$ cat src/rtl/rtac_params.svh
// register offsets, field positions, reset values and fixed constants
`ifndef RTAC_PARAMS_SVH
`define RTAC_PARAMS_SVH

`define RTAC_OFS_MASK      8'ha8
`define RTAC_OFS_ADDR      8'ha9
`define RTAC_OFS_VCALC     8'haa
`define RTAC_OFS_IGAIN     8'hab
`define RTAC_OFS_IOFS      8'hac
`define RTAC_OFS_AVSCAL    8'had
`define RTAC_OFS_ITH       8'hae
`define RTAC_OFS_APSCTRL   8'haf

`define RTAC_RST_MASK      16'hffff
`define RTAC_RST_ADDR      16'h0020
`define RTAC_RST_VCALC     16'h0080
`define RTAC_RST_IGAIN     16'h0000
`define RTAC_RST_IOFS      16'h0000
`define RTAC_RST_AVSCAL    16'h0000
`define RTAC_RST_ITH       16'h0000
`define RTAC_RST_APSCTRL   16'h0001

`define RTAC_BIT_OTP       15
`define RTAC_BIT_OVP       14
`define RTAC_BIT_UVP       13
`define RTAC_BIT_LIMW      12
`define RTAC_BIT_OCP       11
`define RTAC_BIT_SCP       10
`define RTAC_BIT_ADDRMODE  7

`define RTAC_VCALC_MASK    16'h3fff
`define RTAC_TCOEF_FIX1    16'h500a
`define RTAC_TCOEF_FIX3    16'h64b5
`define RTAC_IRES_BASE     6
`define RTAC_VREP_NUM      1024

`endif

$ cat src/rtl/rtac_pkg.sv
// types shared by the alert and configuration block
package rtac_pkg;
    typedef enum logic [1:0] {
        RTAC_LVL_3V3  = 2'h0,
        RTAC_LVL_1V8  = 2'h1,
        RTAC_LVL_CFG  = 2'h2,
        RTAC_LVL_1V2  = 2'h3
    } rtac_level_type;

    typedef enum logic [1:0] {
        RTAC_ST_FULL = 2'h1,
        RTAC_ST_SHED = 2'h2
    } rtac_shed_type;
endpackage

$ cat src/rtl/rtac_telemetry_alert_config.sv
// rail 1 telemetry trim, alert mask, bus address and phase shedding config
`timescale 1ns/1ps
`include "rtac_params.svh"

module rtac_telemetry_alert_config #(
    parameter int PHW  = 5,
    parameter int SENW = 12,
    parameter int TUNW = 10
) (
    input  wire logic              clk,
    input  wire logic              rst,
    input  wire logic              regWrite,
    input  wire logic              regRead,
    input  wire logic [7:0]        regAddr,
    input  wire logic [15:0]       regWdata,
    output logic [15:0]            regRdata,
    output logic                   regHit,
    input  wire logic [3:0]        addrStrap,
    input  wire logic [15:0]       faultPending,
    output logic                   fault_alert_out_n,
    output logic [6:0]             busAddress,
    output rtac_pkg::rtac_level_type avs_pin_level_select,
    output rtac_pkg::rtac_level_type mgmt_pin_level_select,
    input  wire logic [15:0]       tempCoefStored,
    output logic [15:0]            driverTempCoefR1,
    output logic [15:0]            driverTempCoefR2,
    input  wire logic [SENW-1:0]   senseVoltage,
    input  wire logic [7:0]        reference_step_size,
    output logic [23:0]            voutReport,
    output logic [2:0]             monitor_resistor_select,
    output logic                   monitorDisconnect,
    output logic                   mirror_ratio_select,
    input  wire logic [SENW-1:0]   currentSense,
    output logic [23:0]            ioutReport,
    input  wire logic              avsHighRes,
    output logic [23:0]            avsIoutReport,
    input  wire logic [TUNW-1:0]   balanceTune,
    input  wire logic [6:0]        imbalanceLower,
    output logic                   phaseAbnormal,
    input  wire logic [PHW-1:0]    activePhases,
    input  wire logic              reportTick,
    output logic [11:0]            shedLevel,
    output logic [11:0]            shedHysteresis,
    output logic                   auto_phase_drop
);
    logic [15:0] maskQ, addrQ, vcalcQ, igainQ, iofsQ, avsQ, ithQ, apsQ;
    logic [15:0] faultSync1Q, faultSync2Q;
    logic [3:0]  strapSync1Q, strapSync2Q;
    logic [3:0]  strapNibble;
    logic [15:0] addrRead;
    logic        scpEvent;
    logic [15:0] faultEff;
    logic        wrMask, wrAddr, wrVcalc, wrIgain, wrIofs, wrAvs, wrIth, wrAps;
    rtac_pkg::rtac_shed_type shedQ;
    logic [4:0]  belowCntQ;
    logic signed [31:0] vScaled, vOfs, iScaled, iOfs, aScaled, aOfs;
    logic [3:0]  ampTenths;

    // fault and strap inputs come from other domains
    always_ff @(posedge clk) begin
        faultSync1Q <= faultPending;
        faultSync2Q <= faultSync1Q;
        strapSync1Q <= addrStrap;
        strapSync2Q <= strapSync1Q;
    end

    assign wrMask  = regWrite && regAddr == `RTAC_OFS_MASK;
    assign wrAddr  = regWrite && regAddr == `RTAC_OFS_ADDR;
    assign wrVcalc = regWrite && regAddr == `RTAC_OFS_VCALC;
    assign wrIgain = regWrite && regAddr == `RTAC_OFS_IGAIN;
    assign wrIofs  = regWrite && regAddr == `RTAC_OFS_IOFS;
    assign wrAvs   = regWrite && regAddr == `RTAC_OFS_AVSCAL;
    assign wrIth   = regWrite && regAddr == `RTAC_OFS_ITH;
    assign wrAps   = regWrite && regAddr == `RTAC_OFS_APSCTRL;

    always_ff @(posedge clk) begin
        if (rst) begin
            maskQ <= `RTAC_RST_MASK;
        end else if (wrMask) begin
            maskQ <= regWdata;
        end
    end

    // strap mode keeps the low nibble untouched so reads show the strap instead
    always_ff @(posedge clk) begin
        if (rst) begin
            addrQ <= `RTAC_RST_ADDR;
        end else if (wrAddr) begin
            if (regWdata[`RTAC_BIT_ADDRMODE]) begin
                addrQ <= regWdata;
            end else begin
                addrQ <= {regWdata[15:4], addrQ[3:0]};
            end
        end
    end

    always_ff @(posedge clk) begin
        if (rst) begin
            vcalcQ <= `RTAC_RST_VCALC;
        end else if (wrVcalc) begin
            vcalcQ <= regWdata & `RTAC_VCALC_MASK;
        end
    end

    always_ff @(posedge clk) begin
        if (rst) begin
            igainQ <= `RTAC_RST_IGAIN;
            iofsQ  <= `RTAC_RST_IOFS;
            avsQ   <= `RTAC_RST_AVSCAL;
            ithQ   <= `RTAC_RST_ITH;
            apsQ   <= `RTAC_RST_APSCTRL;
        end else begin
            if (wrIgain) begin
                igainQ <= regWdata;
            end
            if (wrIofs) begin
                iofsQ <= regWdata;
            end
            if (wrAvs) begin
                avsQ <= regWdata;
            end
            if (wrIth) begin
                ithQ <= regWdata;
            end
            if (wrAps) begin
                apsQ <= regWdata;
            end
        end
    end

    // address nibble source
    assign strapNibble = addrQ[`RTAC_BIT_ADDRMODE] ? addrQ[3:0] : strapSync2Q;
    assign addrRead    = {addrQ[15:4], strapNibble};

    always_ff @(posedge clk) begin
        if (rst) begin
            busAddress <= 7'h00;
        end else begin
            busAddress <= addrRead[6:0];
        end
    end

    // read mux, unmapped offsets read zero
    always_comb begin
        regHit   = 1'b1;
        regRdata = 16'h0000;
        unique case (regAddr)
            `RTAC_OFS_MASK:    regRdata = maskQ;
            `RTAC_OFS_ADDR:    regRdata = addrRead;
            `RTAC_OFS_VCALC:   regRdata = vcalcQ;
            `RTAC_OFS_IGAIN:   regRdata = igainQ;
            `RTAC_OFS_IOFS:    regRdata = iofsQ;
            `RTAC_OFS_AVSCAL:  regRdata = avsQ;
            `RTAC_OFS_ITH:     regRdata = ithQ;
            `RTAC_OFS_APSCTRL: regRdata = apsQ;
            default:           regHit = 1'b0;
        endcase
        if (!regRead) begin
            regRdata = 16'h0000;
        end
    end

    // short circuit is its own source, raised only by oc and uv together
    assign scpEvent = faultSync2Q[`RTAC_BIT_OCP] && faultSync2Q[`RTAC_BIT_UVP];

    always_comb begin
        faultEff = faultSync2Q & maskQ;
        faultEff[`RTAC_BIT_OTP] = faultSync2Q[`RTAC_BIT_OTP] && maskQ[`RTAC_BIT_OTP];
        faultEff[`RTAC_BIT_SCP] = scpEvent && maskQ[`RTAC_BIT_SCP];
        // a masked short keeps oc and uv silent while both are present
        if (scpEvent && !maskQ[`RTAC_BIT_SCP]) begin
            faultEff[`RTAC_BIT_OCP] = 1'b0;
            faultEff[`RTAC_BIT_UVP] = 1'b0;
        end
    end

    always_ff @(posedge clk) begin
        if (rst) begin
            fault_alert_out_n <= 1'b1;
        end else begin
            fault_alert_out_n <= ~|faultEff;
        end
    end

    // interface levels and temperature coefficients
    always_ff @(posedge clk) begin
        if (rst) begin
            avs_pin_level_select  <= rtac_pkg::RTAC_LVL_3V3;
            mgmt_pin_level_select <= rtac_pkg::RTAC_LVL_3V3;
            driverTempCoefR1      <= 16'h0000;
            driverTempCoefR2      <= 16'h0000;
        end else begin
            avs_pin_level_select  <= rtac_pkg::rtac_level_type'(addrQ[15:14]);
            mgmt_pin_level_select <= rtac_pkg::rtac_level_type'(addrQ[13:12]);
            unique case (addrQ[9:8])
                2'h1:    driverTempCoefR1 <= `RTAC_TCOEF_FIX1;
                2'h3:    driverTempCoefR1 <= `RTAC_TCOEF_FIX3;
                default: driverTempCoefR1 <= tempCoefStored;
            endcase
            unique case (addrQ[11:10])
                2'h1:    driverTempCoefR2 <= `RTAC_TCOEF_FIX1;
                2'h3:    driverTempCoefR2 <= `RTAC_TCOEF_FIX3;
                default: driverTempCoefR2 <= tempCoefStored;
            endcase
        end
    end

    // sense amp gain in tenths, divisor folds 1.6 and 10 into 16
    always_comb begin
        unique case (apsQ[11:10])
            2'h0: ampTenths = 4'd10;
            2'h1: ampTenths = 4'd5;
            2'h2: ampTenths = 4'd8;
            2'h3: ampTenths = 4'd4;
        endcase
    end

    // arithmetic in integers; fractional lsbs are truncated
    assign vScaled = ($signed({1'b0, senseVoltage}) * `RTAC_VREP_NUM
                     * $signed({1'b0, ampTenths}) / 16
                     * $signed({1'b0, vcalcQ[7:0]})) >>> 7;
    assign vOfs    = $signed(vcalcQ[13:8]) * $signed({1'b0, reference_step_size});

    assign iScaled = ($signed({1'b0, currentSense}) * $signed({1'b0, igainQ[9:0]})
                     <<< (`RTAC_IRES_BASE - igainQ[11:10])) >>> `RTAC_IRES_BASE;
    assign iOfs    = $signed(iofsQ[12:6]) * $signed({1'b0, activePhases})
                     + $signed({1'b0, iofsQ[5:0]});

    assign aScaled = $signed({1'b0, currentSense}) * $signed({1'b0, avsQ[10:0]});
    assign aOfs    = $signed(avsQ[15:11]) * (avsHighRes ? 32 : 16);

    always_ff @(posedge clk) begin
        if (rst) begin
            voutReport    <= 24'h000000;
            ioutReport    <= 24'h000000;
            avsIoutReport <= 24'h000000;
        end else begin
            voutReport    <= 24'(vScaled + vOfs);
            ioutReport    <= 24'(iScaled + iOfs);
            avsIoutReport <= 24'(aScaled + aOfs); // avs lsb is 10 mA units
        end
    end

    // monitor front end configuration
    always_ff @(posedge clk) begin
        if (rst) begin
            monitor_resistor_select <= 3'h0;
            monitorDisconnect       <= 1'b0;
            mirror_ratio_select     <= 1'b0;
            phaseAbnormal           <= 1'b0;
        end else begin
            monitor_resistor_select <= igainQ[15:13];
            monitorDisconnect       <= igainQ[15];
            mirror_ratio_select     <= igainQ[12];
            phaseAbnormal <= {iofsQ[15:13], imbalanceLower} < 10'(balanceTune);
        end
    end

    // shedding thresholds
    always_ff @(posedge clk) begin
        if (rst) begin
            shedLevel      <= 12'h000;
            shedHysteresis <= 12'h000;
        end else begin
            shedLevel      <= 12'(activePhases * ithQ[9:4] + ithQ[3:0]);
            shedHysteresis <= 12'(activePhases * ithQ[15:14] + ithQ[13:10]);
        end
    end

    // entry needs a full run of report cycles below the level; any rise restarts
    always_ff @(posedge clk) begin
        if (rst) begin
            shedQ     <= rtac_pkg::RTAC_ST_FULL;
            belowCntQ <= 5'h00;
        end else if (reportTick) begin
            unique case (shedQ)
                rtac_pkg::RTAC_ST_FULL: begin
                    if (ioutReport >= 24'(shedLevel)) begin
                        belowCntQ <= 5'h00;
                    end else if (belowCntQ + 5'h01 >= apsQ[4:0]) begin
                        shedQ     <= rtac_pkg::RTAC_ST_SHED;
                        belowCntQ <= 5'h00;
                    end else begin
                        belowCntQ <= belowCntQ + 5'h01;
                    end
                end
                rtac_pkg::RTAC_ST_SHED: begin
                    if (ioutReport >= 24'(shedLevel + shedHysteresis)) begin
                        shedQ <= rtac_pkg::RTAC_ST_FULL;
                    end
                end
                default: shedQ <= rtac_pkg::RTAC_ST_FULL;
            endcase
        end
    end

    assign auto_phase_drop = shedQ == rtac_pkg::RTAC_ST_SHED;
endmodule

$ cat config.mk
export PLATFORM = sky130hd
export DESIGN_NAME = rtac_telemetry_alert_config
export DESIGN_NICKNAME = d
export VERILOG_FILES = /design/src/rtl/rtac_pkg.sv /design/src/rtl/rtac_telemetry_alert_config.sv
export VERILOG_INCLUDE_DIRS = /design/src /design/src/rtl
export SDC_FILE = /design/constraint.sdc
export NUM_CORES = 2
export LEC_CHECK = 0
export ABC_AREA = 0
export ABC_CLOCK_PERIOD_IN_PS = 19400
export BUFFER_PORTS_ARGS = -buffer_cell sky130_fd_sc_hd__buf_2
export CORE_MARGIN = 5
export CORE_UTILIZATION = 35
export DETAILED_ROUTE_END_ITERATION = 16
export RECOVER_POWER = 100
export SETUP_SLACK_MARGIN = 0.3
export SLEW_MARGIN = 20
export SYNTH_ARGS = -nofsm -noshare
export SYNTH_HDL_FRONTEND = slang
export SYNTH_SLANG_ARGS = --single-unit
export TNS_END_PERCENT = 30
$ cat constraint.sdc
create_clock -name clk -period 19.4 [get_ports clk]
set_clock_uncertainty 0.05 [all_clocks]
set_input_delay 3.88 -clock clk [delete_from_list [all_inputs] [get_ports clk]]
set_output_delay 3.88 -clock clk [all_outputs]
set_load 0.02 [all_outputs]
**Word level (Yosys, flattened, before mapping)**

Cells that the tools add are included.

- $add $sub $neg: 9
- Multipliers: 9
- Order comparisons: 4
- Equality and inequality tests: 20
- Shift-type cells: 1
- Mux-type cells: 17
- Bitwise logic cells: 1
- Reductions and logical operators: 20

Operators with widths:

| operator | count |
|---|---|
| 16-bit one-hot mux with 8 select lines | 1 |
| 8-bit equality test (second input constant) | 8 |
| 16-bit one-hot mux with 2 select lines | 2 |
| 23-bit by 32-bit <<< shifter with 30-bit output | 1 |
| 24-bit by 12-bit adder with 24-bit output | 1 |
| 24-bit by 14-bit adder with 24-bit output | 1 |
| 24-bit by 15-bit adder with 24-bit output | 1 |
| 24-bit by 12-bit >= comparator with 1-bit output | 1 |
| 24-bit by 13-bit >= comparator with 1-bit output | 1 |
| 16-bit by 8-bit multiplier with 24-bit output | 1 |
| 12-bit by 11-bit multiplier with 23-bit output | 1 |
| 12-bit by 10-bit multiplier with 22-bit output | 1 |
| 12-bit by 4-bit multiplier with 16-bit output | 1 |
| 16-bit two-way mux | 1 |
| 4-bit one-hot mux with 4 select lines | 1 |
| 16-bit OR reduction | 1 |
| 15-bit bitwise AND | 1 |
| 6-bit by 9-bit multiplier with 15-bit output | 1 |
| 13-bit by 7-bit adder with 14-bit output | 1 |
| 12-bit by 12-bit adder with 13-bit output | 1 |
| 7-bit by 6-bit multiplier with 13-bit output | 1 |
| 11-bit by 4-bit adder with 12-bit output | 1 |
| 1-bit logical AND | 12 |
| 5-bit by 7-bit multiplier with 12-bit output | 1 |
| 23 further kinds | 38 |

- Flip-flop bits (word level): 319
- Input bits: 120

**Depth between registers and ports, before layout**

- Word-level depth: 5
- Mapped depth: 44
- Gate-level depth less buffers: 42

**Worst setup path after synthesis**

Ideal clock, no wire load.

- Path kind: input-to-reg
- Start point: input port senseVoltage[3]
- End point: register voutReport[23]
- Setup time: 0.128 ns
- Arrival: 12.135 ns
- Path slack: 7.088 ns
- Stages on the path: 39
- Path buffers: 0
- Cell sequence: and2_1 -> fa_1 -> inv_1 -> fa_1 -> inv_1 -> ha_1 -> nor2b_1 -> o21ai_1 -> a21boi_1 -> o21a_1 -> o21ai_4 -> nand2_1 -> a21oi_1 -> xnor2_1 -> and2_1 -> fa_1 -> fa_1 -> fa_1 -> (+3 left out) -> ha_1 -> and3_1 -> a21oi_1 -> o31ai_1 -> o41ai_1 -> xnor2_1 -> ha_1 -> ha_1 -> ha_1 -> a21o_1 -> a21oi_1 -> o21ai_0 -> a21oi_1 -> o31ai_1 -> a211oi_1 -> a21oi_1 -> xnor2_1 -> nor2_1

- Cells in the longest elaborated chain, start to end: 3

Ends and longest elaborated chain:

| element | RTL line | source |
|---|---|---|
| start: declaration | rtac_telemetry_alert_config.sv:27 | `input wire logic [SENW-1:0] senseVoltage,` |
| 12-bit by 4-bit multiplier with 16-bit output | rtac_telemetry_alert_config.sv:219 | `` assign vScaled = ($signed({1'b0, senseVoltage}) * `RTAC_VREP_NUM `` |
| 16-bit by 8-bit multiplier with 24-bit output | rtac_telemetry_alert_config.sv:219 |  |
| 24-bit by 15-bit adder with 24-bit output | rtac_telemetry_alert_config.sv:238 | `voutReport <= 24'(vScaled + vOfs);` |
| end signal: assignment | rtac_telemetry_alert_config.sv:238 |  |
| end: declaration | rtac_telemetry_alert_config.sv:29 | `output logic [23:0] voutReport,` |

Every way passes these cells.
A chain may end at the register's enable or synchronous reset.

**Worst setup path in the final report**

- Start point: input port currentSense[4]
- End point: register ioutReport[20]

- Cells in the longest elaborated chain, start to end: 3

Ends and longest elaborated chain:

| element | RTL line | source |
|---|---|---|
| start: declaration | rtac_telemetry_alert_config.sv:33 | `input wire logic [SENW-1:0] currentSense,` |
| 12-bit by 10-bit multiplier with 22-bit output | rtac_telemetry_alert_config.sv:224 | `assign iScaled = ($signed({1'b0, currentSense}) * $signed({1'b0, igainQ[9:0]})` |
| 23-bit by 32-bit <<< shifter with 30-bit output | rtac_telemetry_alert_config.sv:224 |  |
| 24-bit by 14-bit adder with 24-bit output | rtac_telemetry_alert_config.sv:239 | `ioutReport <= 24'(iScaled + iOfs);` |
| end signal: assignment | rtac_telemetry_alert_config.sv:239 |  |
| end: declaration | rtac_telemetry_alert_config.sv:34 | `output logic [23:0] ioutReport,` |

Every way passes these cells.

==> metrics.yaml <==
status: "finished with violations"
violations: "max-capacitance violations, max-slew violations"
synth_adder_area_share: 0.392
detailed_place_hpwl_um: 74900
grt_pass1_vias: 27403
synth-xor-area-share: 0.0335
synth-compound-area-share: 0.112
cts_max_path_buffers: 3
hold_buffers: 0
min_period_ns: 13.89
fin_util: 0.390
top_regs: "avsIoutReport (24), ioutReport (24), voutReport (24)"
vdd_drop_max_uv: 59.0
worstMarginPinSlew_ns: 6.23
n_fill_cell: 10098
yosysTopAreaCell: "fa_1"
arrival_ns: 14.03
worst_setup_path_end_kind: "register"
cp_slowest_stage_delay_ns: 0.89
drc: 0
cpMostUsedCell: "fa_1"
yosysMostFrequentCell: "inv_1"
synthSimpleGateAreaFrac: 0.189
yosysSeqAreaShare: 0.179
die_h_um: 325
p_per_area_nw_per_um2: 44.0
avgRoutedWirePerCell_um: 17.2
synth.top_cell.area_share: 0.228
ioPinCount: 284
crit_fanout: 21
whs_path_depth: 0
die_w_um: 325
grt_remaining_overflow: 0
min_path_type: "register to register"
yosysWarningCount: 0
post_synth_num_cell_types: 85
nets: 5138
crit_type: "input port to register"
layout-drive-gt1-share: 0.0562
crit_slowest_cell: "clkbuf_1"
finalCritPeriodShare: 0.716
avgSynthCellArea_um2: 8.67
synthTopCellsByCount: "inv_1 (550), nand2_1 (549), ha_1 (454), fa_1 (395), and2_1 (318)"
die_area_um2: 106000
multi_input_area_um2: 25700
rsz0062_at_grt: "no"
p_leak_uw: 0.0189
register_area_um2: 6230
vias: 27288
finalSetupViolations: 0
netlist_area_um2: 34700
grt.total_usage: 0.177
synthCells: 4003
synthMuxAreaShare: 0.0132
area_delta_synth_final_pct: 10.5
cts.sinks: 311
r2r_cells: 40
tritoncts: "done"
fmax_mhz: 72.0
core_um2: 98400
startpoint_type: "input port"
port_buffers: 277
max-slew-margin-rel: -3.16
insertion_delay_ns: 0.61
cts.htree.levels: 2
path_clk_slew_ns: 0.06
synth_flop_cell: "dfxtp_1"
grt_pass1_wl_um: 152000
grt_max_degree: 128
ant_nets: 0
synth.area.top_cells: "fa_1 (23%), dfxtp_1 (18%), ha_1 (16%)"
cts_setup_buffers: 0
root_buffer: "clkbuf_16"
setup_tns_ns: 0
hold_violations: 0
viasPerCell: 4.96
yosys_register_bits: 311
rows: 115
gp_congestion: 0.850
antenna_found_initial: 21
drv_slew: 278
wirelength_um: 94800
maxCapViolCount: 4
synth_top_family_by_area: "adder cells"
numCtsBuffers: 39
start_util: 0.353
drt_first_iter_violations: 1866
synth_enable_flop_cells: 0
cp.required_ns: 19.54
drtPass1Iterations: 6
cts_resized: 0
ys_async_sr_fraction: 0
[layout by cell type, fill, tap and decap left out, types with 8 or more instances in the layout]
cell type    n
buf_2      115
diode_2     13
mux2_2      10
clkbuf_1   170
fa_1       395
o21ai_0     75
ha_1       454
and2_1     308
mux2i_1     31
clkbuf_16   39
nor3_1      43
and2_0      13
o21a_1      17
a22o_1      12
a21oi_1    240
inv_1      550
xnor2_1     83
nor2_1     163
nand4_1     10
nor2b_1     70
o21bai_1    20
xor2_1      48
a22oi_1     36
a31oi_1     32
nand2b_1    54
nand3_1     45
dfxtp_1    311
and3_1      37
a2111oi_0    8
buf_4       13
a21o_1      60
a211oi_1    18
a221oi_1    17
nand2_1    549
o211ai_1     9
[where the power goes]
| group | total (uW) | switching, uW | internal (uW) |
|---|---|---|---|
| Combinational | 235 | 153 | 81.9 |
| Sequential | 658 | 5.31 | 653 |
| Clock | 794 | 311 | 483 |
[final timing paths]
path / start / endpoint / slack (ns)
setup / recovery: currentSense[4] / ioutReport[20]$_SDFF_PP0_ / 5.51
hold / removal: faultSync1Q[15]$_DFF_P_ / faultSync2Q[15]$_DFF_P_ / 0.25
setup reg to reg: apsQ[10]$_SDFFE_PP0P_ / voutReport[23]$_SDFF_PP0_ / 7.65
hold reg to reg: faultSync1Q[15]$_DFF_P_ / faultSync2Q[15]$_DFF_P_ / 0.25
[through the flow]
step	total power (uW)	hold WS, ns	instance area, um^2	cells	setup WS, ns
2_1_floorplan	829	0.260	34700	4007	7.09
3_3_place_gp	907	0.263	37200	5415	6.02
3_5_place_dp	910	0.262	37200	5415	5.96
4_1_cts	1710	0.257	38600	5487	6.55
5_1_grt	1760	0.271	38300	5493	4.77
6_report	1690	0.252	38300	5500	5.51
[final cells by class]
| type | instances | area share |
|---|---|---|
| antenna | 13 | 0.000849 |
| clock buffer | 50 | 0.0284 |
| clock inverter | 22 | 0.00878 |
| inverter | 553 | 0.0541 |
| multi-input combinational | 2970 | 0.670 |
| sequential | 311 | 0.162 |
| tap | 1287 | 0.0420 |
| timing repair buffer | 294 | 0.0338 |
[cells by family (layout without fill, tap and decap cells)]
| family | count (synthesis) | in the layout |
|---|---|---|
| other cells | 1 | 18 |
| compound gates | 601 | 601 |
| fa+ha+maj | 849 | 849 |
| buf+inv | 726 | 919 |
| xor+xnor | 132 | 132 |
| mux | 43 | 43 |
| flops | 311 | 311 |
| simple gates | 1340 | 1340 |
[metal layers]
layer	part of all wire	vias up	track usage
met1	0.47	13148	0.250
li1	-	13279	-
met3	0.071	111	0.0365
met5	0.00051	-	0
met2	0.43	742	0.279
met4	0.024	8	0.0417
[worst max-delay path: cells and delay by family]
family	cells	cell delay, ns
compound gates	11	3.38
xor+xnor	1	0.19
fa+ha+maj	10	4.47
buf+inv	5	1.10
mux	1	0.20
simple gates	4	0.81
Note: power is estimated with default switching activity, not from simulation.
